## config.mk

```make
export PLATFORM = sky130hd
export DESIGN_NAME = dual_countdown_timer
export DESIGN_NICKNAME = d
export VERILOG_FILES = /design/src/core/dual_timer_pkg.sv /design/src/core/tick_prescaler.sv /design/src/core/countdown_unit.sv /design/src/core/dual_countdown_timer.sv
export SDC_FILE = /design/constraint.sdc
export NUM_CORES = 1
export LEC_CHECK = 0
export BUFFER_PORTS_ARGS = -buffer_cell sky130_fd_sc_hd__buf_2
export CAP_MARGIN = 20
export CELL_PAD_IN_SITES_DETAIL_PLACEMENT = 1
export CELL_PAD_IN_SITES_GLOBAL_PLACEMENT = 2
export CORE_MARGIN = 3
export CORE_UTILIZATION = 41
export DETAILED_ROUTE_END_ITERATION = 8
export GPL_TIMING_DRIVEN = 0
export PLACE_DENSITY = 0.95
export SYNTH_ARGS = -nofsm -noshare
export SYNTH_HDL_FRONTEND = slang
export SYNTH_SLANG_ARGS = --single-unit
```

## constraint.sdc

```tcl
create_clock -name core_clk -period 4.9 [get_ports core_clk]
set_clock_uncertainty 0.15 [all_clocks]
set_input_delay 0.98 -clock core_clk [delete_from_list [all_inputs] [get_ports core_clk]]
set_output_delay 0.98 -clock core_clk [all_outputs]
set_load 0.03 [all_outputs]
```

## src/core/dual_timer_pkg.sv

```systemverilog
// shared constants for the dual countdown timer block
package dual_timer_pkg;
  localparam int unsigned NUM_MODULES  = 2;
  localparam int unsigned UNITS_PER_MOD = 2;
  localparam int unsigned NUM_UNITS    = 4;
  localparam int unsigned CNT_W        = 32;
  localparam int unsigned ADDR_W       = 8;
  // per unit: a block of four words at 0x10 stride
  localparam logic [7:0] UNIT_STRIDE   = 8'h10;
  localparam logic [7:0] OFS_LOAD      = 8'h00;
  localparam logic [7:0] OFS_VALUE     = 8'h04;
  localparam logic [7:0] OFS_CTRL      = 8'h08;
  localparam logic [7:0] OFS_INTCLR    = 8'h0C;
  // combined interrupt status, one word per module
  localparam logic [7:0] OFS_MIS0      = 8'h40;
  localparam logic [7:0] OFS_MIS1      = 8'h44;
  // control field positions
  localparam int unsigned CTRL_ONESHOT = 0;
  localparam int unsigned CTRL_SIZE32  = 1;
  localparam int unsigned CTRL_PRE_LO  = 2;
  localparam int unsigned CTRL_PERIOD  = 4;
  localparam int unsigned CTRL_INTEN   = 5;
  localparam int unsigned CTRL_ENABLE  = 6;
  localparam int unsigned CTRL_W       = 7;
  localparam logic [6:0]  CTRL_RESET   = 7'h20;
  localparam logic [31:0] LOAD_RESET   = 32'h0000_0000;
  localparam logic [31:0] ONES16       = 32'h0000_FFFF;
  localparam logic [31:0] ONES32       = 32'hFFFF_FFFF;
  // prescale codes
  localparam logic [1:0] PRE_DIV1      = 2'h0;
  localparam logic [1:0] PRE_DIV16     = 2'h1;
  localparam logic [1:0] PRE_DIV256    = 2'h2;
  localparam logic [7:0] PRE16_LAST    = 8'h0F;
  localparam logic [7:0] PRE256_LAST   = 8'hFF;
endpackage : dual_timer_pkg

```

## src/core/tick_prescaler.sv

```systemverilog
// prescaler giving a one-cycle tick every 1, 16 or 256 enabled clocks
`timescale 1ns/10ps
`default_nettype none
module tick_prescaler
(
  input  wire logic       core_clk,
  input  wire logic       rst_n,
  input  wire logic       clk_en,
  input  wire logic       restart,
  input  wire logic [1:0] pre_sel,
  output logic            tick
);
  logic [7:0] div_reg;
  logic [7:0] div_next;
  logic [7:0] last;

  always_comb
  begin
    unique case (pre_sel)
      dual_timer_pkg::PRE_DIV16:  last = dual_timer_pkg::PRE16_LAST;
      dual_timer_pkg::PRE_DIV256: last = dual_timer_pkg::PRE256_LAST;
      default:                    last = 8'h00;
    endcase
    div_next = div_reg;
    tick     = 1'b0;
    if (restart)
    begin
      div_next = 8'h00;
    end
    else if (clk_en)
    begin
      if (div_reg >= last)
      begin
        div_next = 8'h00;
        tick     = 1'b1;
      end
      else
      begin
        div_next = div_reg + 8'h01;
      end
    end
  end

  always_ff @(posedge core_clk)
  begin
    if (!rst_n)
      div_reg <= 8'h00;
    else
      div_reg <= div_next;
  end
endmodule : tick_prescaler
`default_nettype wire

```

## src/core/countdown_unit.sv

```systemverilog
// one down counter with width, prescale and repetition modes
`timescale 1ns/10ps
`default_nettype none
module countdown_unit
(
  input  wire logic        core_clk,
  input  wire logic        rst_n,
  input  wire logic        clk_en,
  input  wire logic [6:0]  ctrl,
  input  wire logic [31:0] load_val,
  input  wire logic        load_wr,
  input  wire logic        ctrl_wr,
  input  wire logic        int_clr,
  output logic [31:0]      count,
  output logic             int_raw,
  output logic             int_out
);
  logic [31:0] cnt_reg;
  logic [31:0] cnt_next;
  logic        raw_reg;
  logic        raw_next;
  logic        tick;
  logic        enabled;
  logic        size32;
  logic [31:0] wmask;
  logic [31:0] cur;

  assign enabled = ctrl[dual_timer_pkg::CTRL_ENABLE];
  assign size32  = ctrl[dual_timer_pkg::CTRL_SIZE32];
  assign wmask   = size32 ? dual_timer_pkg::ONES32 : dual_timer_pkg::ONES16;
  assign cur     = cnt_reg & wmask;

  tick_prescaler u_pre
  (
    .core_clk (core_clk),
    .rst_n    (rst_n),
    .clk_en   (clk_en && enabled),
    .restart  (load_wr || ctrl_wr),
    .pre_sel  (ctrl[dual_timer_pkg::CTRL_PRE_LO +: 2]),
    .tick     (tick)
  );

  always_comb
  begin
    cnt_next = cnt_reg;
    raw_next = raw_reg;
    if (int_clr)
      raw_next = 1'b0;
    if (load_wr)
    begin
      cnt_next = load_val;
    end
    else if (tick)
    begin
      if (cur == 32'h0000_0000)
      begin
        if (ctrl[dual_timer_pkg::CTRL_ONESHOT])
          cnt_next = cnt_reg;
        else if (ctrl[dual_timer_pkg::CTRL_PERIOD])
          cnt_next = load_val;
        else
          cnt_next = wmask;
      end
      else
      begin
        cnt_next = (cur - 32'h0000_0001) | (cnt_reg & ~wmask);
        if (cur == 32'h0000_0001)
          raw_next = 1'b1;
      end
    end
  end

  always_ff @(posedge core_clk)
  begin
    if (!rst_n)
    begin
      cnt_reg <= dual_timer_pkg::LOAD_RESET;
      raw_reg <= 1'b0;
    end
    else
    begin
      cnt_reg <= cnt_next;
      raw_reg <= raw_next;
    end
  end

  assign count   = cur;
  assign int_raw = raw_reg;
  assign int_out = raw_reg && ctrl[dual_timer_pkg::CTRL_INTEN];
endmodule : countdown_unit
`default_nettype wire

```

## src/core/dual_countdown_timer.sv

```systemverilog
// two dual-timer modules, four countdown units, plain register port
// Functional notes
// - two dual-timer modules, each with two independent counters, four in total.
// - each counter counts down, width selectable 32-bit or 16-bit.
// - a counter raises its interrupt when its count reaches zero.
// - each module has one interrupt output combining both its counters.
// - counters share clock and reset; each advances only with its own enable.
// - software picks one-shot or wrapping repetition per counter.
// - wrapping is either free-running or periodic.
// - a prescaler divides the counting clock by 1, 16 or 256.
//
// Chosen here: the address map and the strobed register port.
`timescale 1ns/10ps
`default_nettype none
module dual_countdown_timer
(
  input  wire logic        core_clk,
  input  wire logic        rst_n,
  input  wire logic [3:0]  unit_clk_en,
  input  wire logic [7:0]  reg_addr,
  input  wire logic [31:0] reg_wdata,
  input  wire logic        reg_wr,
  input  wire logic        reg_rd,
  output logic [31:0]      reg_rdata,
  output logic [1:0]       timer_irq
);
  localparam int unsigned N = dual_timer_pkg::NUM_UNITS;

  logic [31:0] load_reg  [N];
  logic [31:0] load_next [N];
  logic [6:0]  ctrl_reg  [N];
  logic [6:0]  ctrl_next [N];
  logic [31:0] count     [N];
  logic [N-1:0] raw;
  logic [N-1:0] masked;
  logic [N-1:0] load_wr;
  logic [N-1:0] ctrl_wr;
  logic [N-1:0] clr_wr;
  logic [N-1:0] en_sync1_reg;
  logic [N-1:0] en_sync2_reg;
  logic [31:0] rdata_reg;
  logic [31:0] rdata_next;

  // enables may come from other clock gating logic or pins: two-stage sync
  always_ff @(posedge core_clk)
  begin
    if (!rst_n)
    begin
      en_sync1_reg <= '0;
      en_sync2_reg <= '0;
    end
    else
    begin
      en_sync1_reg <= unit_clk_en;
      en_sync2_reg <= en_sync1_reg;
    end
  end

  for (genvar u = 0; u < N; u++)
  begin : g_unit
    localparam logic [7:0] BASE = 8'(u * 16);
    assign load_wr[u] = reg_wr && reg_addr == BASE + dual_timer_pkg::OFS_LOAD;
    assign ctrl_wr[u] = reg_wr && reg_addr == BASE + dual_timer_pkg::OFS_CTRL;
    assign clr_wr[u]  = reg_wr && reg_addr == BASE + dual_timer_pkg::OFS_INTCLR;

    always_comb
    begin
      load_next[u] = load_reg[u];
      ctrl_next[u] = ctrl_reg[u];
      if (load_wr[u])
        load_next[u] = reg_wdata;
      if (ctrl_wr[u])
        ctrl_next[u] = reg_wdata[dual_timer_pkg::CTRL_W-1:0];
    end

    always_ff @(posedge core_clk)
    begin
      if (!rst_n)
      begin
        load_reg[u] <= dual_timer_pkg::LOAD_RESET;
        ctrl_reg[u] <= dual_timer_pkg::CTRL_RESET;
      end
      else
      begin
        load_reg[u] <= load_next[u];
        ctrl_reg[u] <= ctrl_next[u];
      end
    end

    // each unit has its own enable but the shared clock and reset
    countdown_unit u_cnt
    (
      .core_clk (core_clk),
      .rst_n    (rst_n),
      .clk_en   (en_sync2_reg[u]),
      .ctrl     (ctrl_reg[u]),
      .load_val (load_wr[u] ? reg_wdata : load_reg[u]),
      .load_wr  (load_wr[u]),
      .ctrl_wr  (ctrl_wr[u]),
      .int_clr  (clr_wr[u]),
      .count    (count[u]),
      .int_raw  (raw[u]),
      .int_out  (masked[u])
    );
  end

  // one combined line per module
  assign timer_irq[0] = masked[0] | masked[1];
  assign timer_irq[1] = masked[2] | masked[3];

  always_comb
  begin
    rdata_next = 32'h0000_0000;
    if (reg_rd)
    begin
      for (int i = 0; i < N; i++)
      begin
        if (reg_addr == 8'(i * 16) + dual_timer_pkg::OFS_LOAD)
          rdata_next = load_reg[i];
        if (reg_addr == 8'(i * 16) + dual_timer_pkg::OFS_VALUE)
          rdata_next = count[i];
        if (reg_addr == 8'(i * 16) + dual_timer_pkg::OFS_CTRL)
          rdata_next = {25'h0, ctrl_reg[i]};
      end
      if (reg_addr == dual_timer_pkg::OFS_MIS0)
        rdata_next = {28'h0, raw[1], raw[0], masked[1], masked[0]};
      if (reg_addr == dual_timer_pkg::OFS_MIS1)
        rdata_next = {28'h0, raw[3], raw[2], masked[3], masked[2]};
    end
  end

  always_ff @(posedge core_clk)
  begin
    if (!rst_n)
      rdata_reg <= 32'h0000_0000;
    else
      rdata_reg <= rdata_next;
  end

  assign reg_rdata = rdata_reg;
endmodule : dual_countdown_timer
`default_nettype wire

```

Word level (Yosys, flattened, before mapping):

Memories as Yosys holds them, arrays and structs flattened.
Index checks and enable logic that the tools add are counted.

* $add $sub $neg: 8
* $lt $le $gt $ge: 4
* equal/unequal tests: 33
* muxes and demuxes: 96
* bitwise operators: 28
* reduce and logical (&&, ||, !) cells: 44

Operator list (number)
* 2-to-1 mux 32 bit: 43
* AND 32 bit: 8
* equality test 32 x 1 -> 1 bit (second input constant): 4
* logical NOT 32 bit: 4
* inverter 32 bit: 4
* OR 32 bit: 4
* subtractor 32 x 1 -> 32 bit (second input constant): 4
* equality test 8 x 6 -> 1 bit (second input constant): 8
* case mux 8 bit (2 select lines): 4
* 2-to-1 mux 7 bit: 9
* 2-to-1 mux 1 bit: 34
* adder 8 x 1 -> 8 bit (second input constant): 4
* equality test 8 x 5 -> 1 bit (second input constant): 4
* >= comparator 8 bit: 4
* 2-to-1 mux 8 bit: 4
* logical AND 1 bit: 20
* equality test 8 x 4 -> 1 bit (second input constant): 2
* equality test 8 x 7 -> 1 bit (second input constant): 2
* != test 3 bit (second input constant): 4
* OR 1 bit: 10
* AND reduction 2 bit: 5
* equality test 2 x 1 -> 1 bit (second input constant): 4
* equality test 2 bit (second input constant): 4
* equality test 8 x 3 -> 1 bit (second input constant): 1
* 8 further kinds: 19

* flip-flop bits (word level): 204
* memory bits (writable): 156
* input bits: 48
* logic and storage cells: 232
* memories: 2

Memories
* load_reg: depth 4, bits a word 32, read ports 4, clocked after Yosys merged registers in 0, write ports 4, RTL line dual_countdown_timer.sv:29 `logic [31:0] load_reg [N];`
* ctrl_reg: depth 4, bits a word 7, read ports 4, clocked after Yosys merged registers in 0, write ports 4, RTL line dual_countdown_timer.sv:31 `logic [6:0] ctrl_reg [N];`

Depth between registers and ports, before layout:

An unclocked memory read counts as a cell.

* depth after elaboration: 16
* gate-level depth with buffers: 14

Cells and area by module:

A second synthesis with hierarchy kept.

* cells, all modules: 2907
* area, all modules: 22892.0 um^2

By module, submodules not included
* dual_countdown_timer: instances 1, cells an instance 1197, area each 9790.6 um^2
* countdown_unit at g_unit[0].u_cnt ...: instances 3, cells an instance 365, area each 2710.1 um^2
* countdown_unit at g_unit[3].u_cnt: instances 1, cells an instance 363, area each 2698.8 um^2
* tick_prescaler: instances 4, cells an instance 63, area each 568.0 um^2

Worst setup path before layout:

Ideal clock, no wire load.

* kind: input-to-reg
* from: in reg_addr[1]
* to: reg g_unit[2].u_cnt.cnt_reg[31]
* library setup time: 0.126 ns
* arrival: 3.398 ns
* data required time: 4.624 ns
* setup slack: 1.226 ns
* cell stages on the path: 10
* path through: clkbuf_1 -> or4b_2 -> clkbuf_1 -> nor3_1 -> buf_2 -> buf_2 -> mux2i_1 -> nand2_1 -> a21oi_1 -> o211ai_1

* cells in the longest elaborated chain, start to end: 8
* elaborated cells between the ends (all ways): 15

RTL lines
* from (decl): RTL line dual_countdown_timer.sv:20 `input wire logic [7:0] reg_addr,`
* equality test 8 x 6 -> 1 bit: RTL line dual_countdown_timer.sv:62 `assign load_wr[u] = reg_wr && reg_addr == BASE + dual_timer_pkg::OFS_LOAD;`
* logical AND 1 bit: RTL line dual_countdown_timer.sv:62
* 2-to-1 mux 32 bit
* 2-to-1 mux 32 bit: RTL line countdown_unit.sv:59 `else if (ctrl[dual_timer_pkg::CTRL_PERIOD])`
* 2-to-1 mux 32 bit: RTL line countdown_unit.sv:57 `if (ctrl[dual_timer_pkg::CTRL_ONESHOT])`
* 2-to-1 mux 32 bit: RTL line countdown_unit.sv:55 `if (cur == 32'h0000_0000)`
* 2-to-1 mux 32 bit: RTL line countdown_unit.sv:53 `else if (tick)`
* 2-to-1 mux 32 bit: RTL line countdown_unit.sv:49 `if (load_wr)`
* to (signal assigned): RTL line countdown_unit.sv:77 `cnt_reg <= dual_timer_pkg::LOAD_RESET;`
* to (signal assigned): RTL line countdown_unit.sv:82 `cnt_reg <= cnt_next;`
* to (decl): RTL line countdown_unit.sv:18 `logic [31:0] cnt_reg;`

Several ways; a longest one is shown, not always the timed one. The select of a mux whose other input is x is not followed.
A chain may end at the register's enable or synchronous reset.

Worst setup path after layout:

* from: reg g_unit[3].u_cnt.cnt_reg[16]
* to: reg g_unit[3].u_cnt.cnt_reg[26]

* cells in the longest elaborated chain, start to end: 6
* elaborated cells between the ends (all ways): 9

RTL lines
* from (decl): RTL line countdown_unit.sv:18
* from (signal assigned): RTL line countdown_unit.sv:77
* from (signal assigned): RTL line countdown_unit.sv:82
* AND 32 bit *: RTL line countdown_unit.sv:31 `assign cur = cnt_reg & wmask;`
* subtractor 32 x 1 -> 32 bit: RTL line countdown_unit.sv:66 `cnt_next = (cur - 32'h0000_0001) | (cnt_reg & ~wmask);`
* OR 32 bit: RTL line countdown_unit.sv:66
* 2-to-1 mux 32 bit: RTL line countdown_unit.sv:55
* 2-to-1 mux 32 bit: RTL line countdown_unit.sv:53
* 2-to-1 mux 32 bit: RTL line countdown_unit.sv:49

Mark *: on every way between the ends. The rest lies on a longest branch, timed or not. The select of a mux whose other input is x is not followed.

==> metrics <==
Cell Area, Synth 0.0203 mm^2; WS Path Type flip-flop to flip-flop; first drt pass iteration count 8; CTS clk-pin slew, worst paths 60 ps; leakage power 8.46 nW; non-filler cells in the finished layout 3398; area leader, netlist dfxtp_1; Avg Vias per Cell 6.68; Max VDD drop 189 uV; final cycle utilization of the critical path 91.6%; vias in the first global route 22200; Max Transition Viols Final 0; Post-Syn Instances 2593; via count 22700; Worst setup SP type flip-flop; Highest Clock Rate 0.223 GHz; Post-route DRC 0; CTS Buf Count 44; largest net degree at the start of global routing 14; layout cell share with drive strength beyond 1 7.26%; CTS Buffer Depth 3; top-area cell type share of the netlist area 35.5%; Post-DRT Antenna Nets 0; top sig layer met4; Die Y 228 um; Worst Max-Slew Pin Slew 1160 ps; met2 WL 44300 um; Post-synth top cells dfxtp_1, nand2_1, a21oi_1; Die W 228 um; reg2reg start g_unit[3].u_cnt.cnt_reg[16]; DR WL/cell 29.9 um; r2r endpoint g_unit[3].u_cnt.cnt_reg[26]; DP Wirelength 79600 um; Worst Setup SP g_unit[3].u_cnt.cnt_reg[16]; Total Routed Length 102000 um; end-of-flow core utilization 47.5%; Initial Util 42.0%; dpl cells 3318; max-cap violations 0; synth top area cells dfxtp_1, nand2_1, a21oi_1; CTS tree built; Setup violations, final 0; Tightest Hold Check Type flip-flop to flip-flop; total grt overflow 0; max incr delay on CP 900 ps; synth unique cells 78; Post-synth EDFFs 0; root buffer cell clkbuf_16; P&R area growth vs syn 13.3%; post-synthesis net count 2693; crit path cell chain nor3_1 > nand3_1 > o31ai_1 > nand4_1 > a21oi_1 > and2_1 > buf_2 > buf_4 > a221o_1; Placer Congestion 1.02; Worst Reg-to-Reg Cells 9; final hold vios 0; CTS Sinks 360; DR iter-0 viols 2761; final critical-path setup slack 410 ps; Setup crit end kind flip-flop; PortBufs 62; critical path's slowest cell o31ai_1; full die area 0.0522 mm^2; io pins 82; most frequent cell after synthesis dfxtp_1; Skew-Pair Late Insertion Delay 580 ps; Yosys reg bits 360; pre-CTS setup slack -14.9 ps; sequential area share after synthesis 35.5%; WL met3 10400 um; DRT met1 WL 41900 um; global-route wire length before repair 148000 um; # Post-CTS Setup Buffers 0; asr flop ratio synth 0%; R2R Setup Slk 410 ps; Core Box Area 0.0483 mm^2; initial antenna violation count 1; row cnt 80; Synth warnings 0; Mean Syn Cell Area 7.82 um^2; CTS H-tree lvls 2; post-layout minimum cycle time 4490 ps; Top FF cell, synth dfxtp_1; Worst Setup EP g_unit[3].u_cnt.cnt_reg[26]; GRT Util Overall 37.5%; CTS hold repair buffers 0; RSZ-0062 raised after global routing false; Pwr Density 291 mW/mm^2; slew margin rel. 21.8%; worst-path fanout max 10; Layout Nets 2811; Crit path required time 5270 ps; outcome complete, no violations; Worst EP arrival 4860 ps; CTS resizes 0
==> how the worst min path moves through the flow <==
stage	startpoint	endpoint	slack [ps]	depth (start not counted)
after floorplan	en_sync1_reg[0]	en_sync2_reg[0]	260	1
after global placement	en_sync1_reg[3]	en_sync2_reg[3]	260	1
after detailed placement	en_sync1_reg[3]	en_sync2_reg[3]	270	1
after CTS	en_sync1_reg[3]	en_sync2_reg[3]	280	1
after global routing	en_sync1_reg[3]	en_sync2_reg[3]	310	1
final	en_sync1_reg[3]	en_sync2_reg[3]	280	1
==> layer usage <==
layer / track usage [%] / up-vias
met5: 0 / -
met4: 16.2 / 0
met3: 8.16 / 262
met2: 58.3 / 1186
met1: 50.2 / 11300
li1: - / 9946
==> per-stage QoR <==
step           hold WS, ps  TNS (ps)  power [mW]  cell area [um^2]
2_1_floorplan          262         0        3.14             20300
3_3_place_gp           264     -8570        3.29             21400
3_5_place_dp           271     -25.7        3.30             21500
4_1_cts                285         0        6.69             23000
5_1_grt                315         0        6.84             23000
6_report               280         0        6.69             23000
==> critical path: cells and delay by family, from the launching register on <==
kind                   cells  cell delay (ps)
AO/OA/AOI/OAI              3             1890
AND/OR/NAND/NOR            4             1490
buffers and inverters      2              480
flip-flops                 1              420
==> layout make-up <==
| class | count | area [um^2] |
|---|---|---|
| clock inverter | 21 | 245 |
| antenna | 1 | 2.50 |
| multi-input combinational | 1957 | 12000 |
| timing repair buffer | 72 | 370 |
| clock buffer | 55 | 1240 |
| sequential | 360 | 7210 |
| inverter | 47 | 176 |
| buffer | 229 | 928 |
| tap | 656 | 821 |
| fill | 6010 | 25400 |
==> cell families after synthesis <==
family | after synthesis | synth area share, %
xor+xnor | 71 | 3.07
buf+inv | 276 | 5.45
simple gates | 970 | 22.4
flops | 360 | 35.5
mux | 60 | 2.96
compound gates | 804 | 27.4
fa+ha+maj | 52 | 3.21
==> layout by cell type (no fill, tap or decap), types with 11 or more instances in the layout <==
cell | Yosys | layout
nor2_1 | 231 | 231
clkbuf_1 | 190 | 192
buf_2 | 18 | 86
xnor2_1 | 23 | 23
buf_1 | 13 | 13
mux2i_1 | 60 | 60
a221oi_1 | 26 | 26
nand2_1 | 336 | 336
or4_1 | 26 | 26
o211ai_1 | 33 | 33
a211oi_1 | 40 | 40
inv_1 | 46 | 46
xor2_1 | 48 | 48
o21ai_0 | 74 | 74
nand4_1 | 20 | 20
clkbuf_16 | 0 | 45
a221o_1 | 44 | 44
o31ai_1 | 14 | 14
nor3_1 | 42 | 41
a311oi_1 | 40 | 40
nor4_1 | 26 | 25
a21oi_1 | 235 | 235
a22oi_1 | 43 | 43
ha_1 | 52 | 52
a22o_1 | 14 | 14
nand3_1 | 148 | 148
o221ai_1 | 11 | 11
and3_1 | 35 | 35
dfxtp_1 | 360 | 360
nand2b_1 | 17 | 17
a222oi_1 | 39 | 39
a21boi_0 | 15 | 15
a31oi_1 | 89 | 89
and2_1 | 20 | 20
clkinv_2 | 0 | 11
or3_1 | 17 | 17
o22ai_1 | 18 | 18
==> report_power, final <==
group          switching, mW  internal (mW)  leakage (nW)
sequential           0.00570           2.93          2.90
clock                   1.38           2.06         0.737
combinational          0.249         0.0611          4.82
(Power assumes the default switching activity.)
